[config.mk]
export PLATFORM = sky130hd
export DESIGN_NAME = apcfg_top
export DESIGN_NICKNAME = d
export VERILOG_FILES = /design/src/shared/apcfg_pkg.sv /design/src/core/apcfg_gain.sv /design/src/core/apcfg_top.sv
export VERILOG_INCLUDE_DIRS = /design/src /design/src/shared
export SDC_FILE = /design/constraint.sdc
export NUM_CORES = 1
export LEC_CHECK = 0
export ABC_CLOCK_PERIOD_IN_PS = 3750
export BUFFER_PORTS_ARGS = -buffer_cell sky130_fd_sc_hd__buf_2
export CORE_MARGIN = 2
export CORE_UTILIZATION = 35
export DETAILED_ROUTE_END_ITERATION = 10
export GPL_TIMING_DRIVEN = 0
export PLACE_DENSITY = 0.52
export SLEW_MARGIN = 20
export SYNTH_ARGS = -nofsm -noshare
export SYNTH_HDL_FRONTEND = slang
export SYNTH_SLANG_ARGS = --single-unit
[constraint.sdc]
create_clock -name ref_clk_i -period 3.75 [get_ports ref_clk_i]
set_input_delay 0 -clock ref_clk_i [delete_from_list [all_inputs] [get_ports ref_clk_i]]
set_output_delay 0 -clock ref_clk_i [all_outputs]
set_load 0.02 [all_outputs]
[src/shared/apcfg_consts.svh]
// Constants for the angle post-processing stage: field positions and codes.
// Assumes 12-bit angle words and 26-bit configuration words.
`ifndef APCFG_CONSTS_SVH
`define APCFG_CONSTS_SVH
`define APCFG_OUTCFG_OFFSET   8'h3d
`define APCFG_LIMCFG_OFFSET   8'h3c
`define APCFG_GAINCFG_OFFSET  8'h3b
`define APCFG_CFG_W           26
`define APCFG_ANG_W           12
`define APCFG_BW_BIT          25
`define APCFG_POL_BIT         24
`define APCFG_ZS_HI           23
`define APCFG_ZS_LO           12
`define APCFG_HC_HI           11
`define APCFG_HC_LO           6
`define APCFG_LC_HI           5
`define APCFG_LC_LO           0
`define APCFG_SS_BIT          25
`define APCFG_CE_BIT          25
`define APCFG_ROE_BIT         24
`define APCFG_MAXIN_HI        23
`define APCFG_MAXIN_LO        12
`define APCFG_MININ_HI        11
`define APCFG_MININ_LO        0
`define APCFG_GAIN_HI         12
`define APCFG_GAIN_LO         0
`define APCFG_MIN_OFF         12'h000
`define APCFG_MAX_OFF         12'hfff
`define APCFG_FULL_SCALE      12'hfff
`define APCFG_CLAMP_STEP      12'h029
`define APCFG_OUTCFG_RESET    26'h0000000
`endif

[src/shared/apcfg_pkg.sv]
// Types for the angle post-processing stage.
// Assumes the constants header is included by the files that need numbers.
package apcfg_pkg;
  typedef logic [11:0] apcfg_angle_t;
  typedef logic [25:0] apcfg_cfg_t;
  typedef enum logic [1:0] {
    APCFG_MODE_NORMAL = 2'b00,
    APCFG_MODE_ROLL   = 2'b01,
    APCFG_MODE_CLAMP  = 2'b10,
    APCFG_MODE_BOTH   = 2'b11
  } apcfg_mode_t;
endpackage

[src/core/apcfg_gain.sv]
// Gain scaling stage: multiplies an angle by 1 + gain in 5.8 form.
// Assumes a 13-bit gain word; the result saturates at full scale.
`timescale 1ns/1ps
`include "apcfg_consts.svh"
module apcfg_gain (
  // Operands.
  input  wire logic [11:0] angle_i,
  input  wire logic [12:0] gain_i,
  input  wire logic        enable_i,
  // Result.
  output logic      [11:0] scaled_o
);
  logic [26:0] prod;
  // Product of angle and (256 + gain), rescaled by 256 and saturated.
  always_comb begin
    prod = 27'(angle_i) * (27'd256 + 27'(gain_i));
    if (!enable_i) begin
      scaled_o = angle_i;
    end else if (prod[26:8] > 19'(`APCFG_FULL_SCALE)) begin
      scaled_o = `APCFG_FULL_SCALE;
    end else begin
      scaled_o = prod[19:8];
    end
  end
endmodule

[src/core/apcfg_top.sv]
// Angle post-processing stage: polarity, pre-offset, limit checks, gain,
// output zero shift, clamps and roll-over, analog filter select.
// Assumes a new angle is presented with a one-cycle valid strobe.
// Assumes the configuration words are stable while an angle is in flight.
`timescale 1ns/1ps
`include "apcfg_consts.svh"
module apcfg_top
  import apcfg_pkg::*;
(
  // Clock and reset.
  input  wire logic                ref_clk_i,
  input  wire logic                rstn_i,
  // Configuration words.
  input  wire apcfg_pkg::apcfg_cfg_t output_shaping_config_i,
  input  wire apcfg_pkg::apcfg_cfg_t limit_config_i,
  input  wire apcfg_pkg::apcfg_cfg_t gain_config_i,
  input  wire apcfg_pkg::apcfg_angle_t pregain_offset_i,
  // Angle from the front end.
  input  wire apcfg_pkg::apcfg_angle_t raw_angle_i,
  input  wire logic                raw_valid_i,
  // Output to the driver.
  output apcfg_pkg::apcfg_angle_t  out_angle_o,
  output logic                     out_valid_o,
  output logic                     min_violation_o,
  output logic                     max_violation_o,
  output logic                     filter_bw_select_o
);
  import apcfg_pkg::*;

  ////////////////////////////////////////////////////////////////////////////
  // State.
  // The whole pipeline is combinational from the input angle to the state
  // register, so an answer always appears exactly one edge after its strobe.
  // The held fields remember the first clamp reached while clamps are on and
  // roll-over is off; they are the only state that outlives a single sample.
  typedef struct packed {
    logic [11:0] angle;
    logic        valid;
    logic        min_viol;
    logic        max_viol;
    logic        bw;
    logic        held;
    logic [11:0] held_val;
  } apcfg_state_t;

  apcfg_state_t state_reg;
  apcfg_state_t state_next;

  ////////////////////////////////////////////////////////////////////////////
  // Helper: clamp level for a six-bit code, stepping about 41 counts each.
  // The product is taken wide so that code 63 cannot overflow; the largest
  // level is well below full scale, so the low twelve bits hold it exactly.
  // The same helper serves both the high and the low clamp.
  function automatic logic [11:0] clamp_level(input logic [5:0] code);
    logic [17:0] step;
    step = 18'(code) * 18'(`APCFG_CLAMP_STEP);
    return step[11:0];
  endfunction

  ////////////////////////////////////////////////////////////////////////////
  // Field decode.
  // Every field is taken straight from the configuration words, which are
  // levels; a change takes effect on the next strobe without any reload, and the filter select bit on the next edge.
  // The limit fields are compared in raw angle counts, so code 0xfff is one
  // count short of a full turn.
  logic        ss_en;
  logic        clamp_en;
  logic        roll_en;
  logic        polarity;
  logic [11:0] min_in;
  logic [11:0] max_in;
  logic [11:0] zero_shift;
  logic [11:0] high_clamp;
  logic [11:0] low_clamp;
  logic [11:0] pol_angle;
  logic [11:0] pre_angle;
  logic [11:0] scaled;
  logic [11:0] shifted;
  logic [11:0] final_angle;
  apcfg_mode_t mode;

  assign ss_en      = gain_config_i[`APCFG_SS_BIT];
  assign clamp_en   = limit_config_i[`APCFG_CE_BIT];
  assign roll_en    = limit_config_i[`APCFG_ROE_BIT];
  assign polarity   = output_shaping_config_i[`APCFG_POL_BIT];
  assign min_in     = limit_config_i[`APCFG_MININ_HI:`APCFG_MININ_LO];
  assign max_in     = limit_config_i[`APCFG_MAXIN_HI:`APCFG_MAXIN_LO];
  assign zero_shift = output_shaping_config_i[`APCFG_ZS_HI:`APCFG_ZS_LO];
  assign high_clamp = `APCFG_FULL_SCALE -
                      clamp_level(output_shaping_config_i[`APCFG_HC_HI:`APCFG_HC_LO]);
  assign low_clamp  = clamp_level(output_shaping_config_i[`APCFG_LC_HI:`APCFG_LC_LO]);
  assign mode       = apcfg_mode_t'({clamp_en, roll_en});

  // Invert the raw angle for counter-clockwise, then subtract the pre-offset.
  assign pol_angle = polarity ? 12'(12'h000 - raw_angle_i) : raw_angle_i;
  assign pre_angle = 12'(pol_angle - pregain_offset_i);

  // Gain stage, active only with short stroke.
  // With short stroke off the stage passes the angle through untouched, so
  // the zero shift and clamps still apply to the plain offset angle.
  apcfg_gain u_gain (
    .angle_i  (pre_angle),
    .gain_i   (gain_config_i[`APCFG_GAIN_HI:`APCFG_GAIN_LO]),
    .enable_i (ss_en),
    .scaled_o (scaled)
  );

  // Zero shift after gain; the 12-bit sum wraps naturally.
  // A negative shift is stored in two's complement, so a plain 12-bit add
  // subtracts it; no sign extension is needed because the sum wraps anyway.
  assign shifted = 12'(scaled + zero_shift);

  ////////////////////////////////////////////////////////////////////////////
  // Output shaping by clamp and roll-over mode.
  // Mode 00 passes the shifted angle. Mode 01 wraps past one clamp onto the
  // other. Mode 11 saturates at either clamp on every sample. Mode 10 also
  // saturates, but then freezes at the first clamp reached until the mode
  // changes or reset is applied.
  // A low clamp set above the high clamp is not guarded against: the high
  // comparison is tested first and wins.
  always_comb begin
    final_angle = shifted;
    case (mode)
      APCFG_MODE_NORMAL: begin
        final_angle = shifted;
      end
      APCFG_MODE_ROLL: begin
        // Roll over within the clamp window.
        if (shifted > high_clamp) begin
          final_angle = low_clamp;
        end else if (shifted < low_clamp) begin
          final_angle = high_clamp;
        end else begin
          final_angle = shifted;
        end
      end
      APCFG_MODE_CLAMP: begin
        if (state_reg.held) begin
          final_angle = state_reg.held_val;
        end else if (shifted > high_clamp) begin
          final_angle = high_clamp;
        end else if (shifted < low_clamp) begin
          final_angle = low_clamp;
        end else begin
          final_angle = shifted;
        end
      end
      APCFG_MODE_BOTH: begin
        if (shifted > high_clamp) begin
          final_angle = high_clamp;
        end else if (shifted < low_clamp) begin
          final_angle = low_clamp;
        end else begin
          final_angle = shifted;
        end
      end
      default: begin
        final_angle = shifted;
      end
    endcase
  end

  ////////////////////////////////////////////////////////////////////////////
  // Next-state logic.
  // The valid strobe is copied every cycle, so the answer stands one cycle.
  // Angle and violation flags change only on a strobe and otherwise keep their value.
  // The held flag is cleared on any cycle outside mode 10, even without a
  // strobe, so a mode change ends the freeze at the next edge; the output angle itself changes only on the next strobe.
  always_comb begin
    state_next       = state_reg;
    state_next.valid = raw_valid_i;
    state_next.bw    = output_shaping_config_i[`APCFG_BW_BIT];
    if (mode != APCFG_MODE_CLAMP) begin
      state_next.held = 1'b0;
    end
    if (raw_valid_i) begin
      state_next.angle = final_angle;
      // Low check: short stroke on and a nonzero limit.
      state_next.min_viol = ss_en && (min_in != `APCFG_MIN_OFF) &&
                            (pre_angle < min_in);
      state_next.max_viol = ss_en && (max_in != `APCFG_MAX_OFF) && (pre_angle > max_in);
      // Latch the first clamp reached and keep it.
      if (mode == APCFG_MODE_CLAMP && !state_reg.held &&
          (shifted > high_clamp || shifted < low_clamp)) begin
        state_next.held     = 1'b1;
        state_next.held_val = final_angle;
      end
    end
  end

  // State register.
  // Reset clears every field, including a frozen clamp value.
  always_ff @(posedge ref_clk_i or negedge rstn_i) begin
    if (!rstn_i) begin
      state_reg <= '0;
    end else begin
      state_reg <= state_next;
    end
  end

  // Outputs straight from the state register.
  // No logic sits between these flip-flops and the pins.
  assign out_angle_o        = state_reg.angle;
  assign out_valid_o        = state_reg.valid;
  assign min_violation_o    = state_reg.min_viol;
  assign max_violation_o    = state_reg.max_viol;
  assign filter_bw_select_o = state_reg.bw;
endmodule

==> results.py <==
metrics = {
    "detailed_routing": {
        "drc": 0,
        "drt-total-wl_um": 35800,
        "avgRoutedWirePerCell_um": 17.4,
        "ant_nets": 0,
        "drt-vias-per-instance": 5.12,
        "vias": 10520,
        "drt-initial-drc-count": 588,
        "drtPass1Iterations": 5,
    },
    "logic_synthesis": {
        "synth.area.mux_share": 0.0126,
        "synth_edf_count": 0,
        "synthFlopType": "dfrtp_1",
        "synthSimpleGateAreaFrac": 0.185,
        "syn_area_um2": 11400,
        "ys_seq_area_frac": 0.0638,
        "syn_inst": 1419,
        "synth_compound_gate_area_share": 0.174,
        "async_flop_share": 1.00,
        "synth_seq_cells": 29,
        "synth_fa_ha_area_frac": 0.416,
        "ys_warn_count": 0,
        "mappedNetlistNets": 1828,
        "yosys.area_share.xor_xnor": 0.0384,
        "ys_types": 86,
        "synth_top_family_by_area": "adder cells",
        "avgSynthCellArea_um2": 8.02,
    },
    "clock_network": {
        "cts_inserted_buffers": 5,
        "clk_path_buf_depth": 2,
        "tritoncts": "yes",
        "clock_latency_ps": 270,
        "htree_levels": 2,
        "clock-sinks": 29,
        "root_buffer": "clkbuf_16",
        "path_clk_slew_ps": 50,
    },
    "sta": {
        "layout_worst_path_cycle_share": 3.01,
        "max_freq_ghz": 0.0886,
        "rsz0062_at_grt": "true",
        "tightestPinTransition_ps": 1310,
        "slew_violations": 0,
        "hold_viol_final": 0,
        "setup_viol": 25,
        "worst_slack_ps": -7530,
        "maxSlewHeadroom": 0.120,
        "period_needed_ps": 11280,
        "clock_skew_ps": 2.82,
    },
    "grt": {
        "overflow": 0,
        "gr-usage-all-layers": 0.213,
        "first_global_vias": 10450,
        "antenna_found_initial": 1,
        "grt_max_degree": 30,
        "grt_first_pass_wirelength_um": 56900,
    },
    "place": {
        "post-place-ws_ps": -9290,
        "portBuffers": 108,
        "dp_hpwl_um": 28600,
        "place_congestion": 0.886,
    },
    "critical_path": {
        "worstPathArrival_ps": 11440,
        "end_kind": "register",
        "worstPathMaxFanout": 6,
        "crit_path_start_kind": "input port",
        "critPathKind": "input port to register",
        "crit_slowest_cell": "fa_1",
        "crit_top_cell": "fa_1",
        "critical_path.max_stage_delay_ps": 580,
        "startpoint": "raw_angle_i[0]",
        "critPathRequiredTime_ps": 3910,
        "rr_startpoint": "state_reg[12]",
    },
    "floorplanning": {
        "ioPinCount": 121,
        "die_h_um": 184,
        "core_um2": 32300,
        "dieArea_um2": 34000,
        "num_rows": 66,
        "start_util": 0.353,
        "die_w_um": 184,
    },
    "run_status": {
        "failed_checks": "setup timing",
        "status": "finished, violations left",
    },
    "hold_path": {
        "min_path_type": "input port to register",
        "hp-start": "limit_config_i[25]",
    },
    "flow_run": {
        "max-cap-violations": 0,
    },
    "final_layout": {
        "fillCellCount": 3264,
        "syn2layout_area_growth_pct": 29.0,
        "multi_input_area_um2": 10600,
        "fin_nets": 2019,
        "seq_area_um2": 726,
        "largest_register_ffs": 13,
        "drive_gt1_frac": 0.265,
    },
}
## synthesized netlist by cell type (21+ instances only)
master / instances / area, µm²
nand3_1: 23 / 115
nor2_1: 51 / 191
nand2_1: 182 / 683
ha_1: 181 / 2260
fa_1: 123 / 2460
o21a_1: 21 / 158
nand2b_1: 26 / 163
clkbuf_1: 43 / 161
xnor2_1: 31 / 272
inv_1: 247 / 927
a21oi_1: 63 / 315
dfrtp_1: 29 / 726
o21ai_0: 53 / 265
and2_1: 50 / 313
## kinds of logic (layout without fill, tap and decap cells)
group,Yosys count,count (layout)
flops,29,29
compound gates,284,284
other cells,0,1
xor+xnor,49,49
fa+ha+maj,305,305
simple gates,426,426
buf+inv,312,504
mux,14,14
## layer usage
metal	track usage	vias up	wire length (µm)	part of all wire
met5	0	-	7	0.00020
met1	0.287	5108	16100	0.45
met4	0.0506	2	1020	0.028
met3	0.0192	58	1460	0.041
met2	0.368	251	17100	0.48
li1	-	5101	-	-
## stage by stage
step	std cells	setup TNS, ps	hold slack, ps	utilization	area, µm²
3_5_place_dp	1969	-229330	78.9	0.400	12900
6_report	2054	-185490	217	0.455	14700
5_1_grt	2053	-200820	235	0.455	14700
2_1_floorplan	1419	-169560	-296	-	11800
3_3_place_gp	1969	-233860	74.8	0.400	12900
4_1_cts	2035	-190450	182	0.435	14000
## final timing paths
path / cells after the start / slack, ps / endpoint
setup reg to reg: 8 / 1340 / out_angle_o[11]
max in group asynchronous: 2 / 3020 / out_angle_o[11]
setup / recovery: 57 / -7530 / state_reg[0]
min in group asynchronous: 2 / 300 / state_reg[6]
hold reg to reg: 1 / 480 / max_violation_o
hold / removal: 4 / 220 / state_reg[12]
## cell usage in the layout, fill, tap and decap left out, types with 29 or more instances in the layout
master	Yosys	final
nor2_1	51	39
fa_1	123	116
inv_1	247	235
nand2_1	182	171
a21oi_1	63	48
buf_2	6	110
dfrtp_1	29	29
ha_1	181	158
o21ai_0	53	30
buf_4	14	76
and2_1	50	43
## critical path: cells and delay by family
kind	cells	cell delay, ps
mux	2	580
simple gates	16	2510
buf+inv	9	830
xor+xnor	1	170
fa+ha+maj	10	4140
compound gates	19	3130
## area by class of cell
class,instances,share of cell area
inverters,247,0.0645
clock inverters,1,0.00205
flip-flops and latches,29,0.0494
well taps,442,0.0377
repair buffers,188,0.0846
diodes,1,0.000170
multi-input cells,1078,0.722
clock buffers,7,0.00972
plain buffers,61,0.0300
## timing repair
item | 4_1_cts | 5_1_grt
hold buffers | 3 | 0
gates cloned | 6 | 0
setup endpoints to repair | 27 | 27
hold endpoints to repair | 31 | 0
buffers inserted | 52 | 23
pin swaps | 94 | 75
resized for setup | 114 | 111
Power is left out: the tool's default activity adds up to more than one toggle a clock period on the data nets, which glitch-free logic cannot reach.
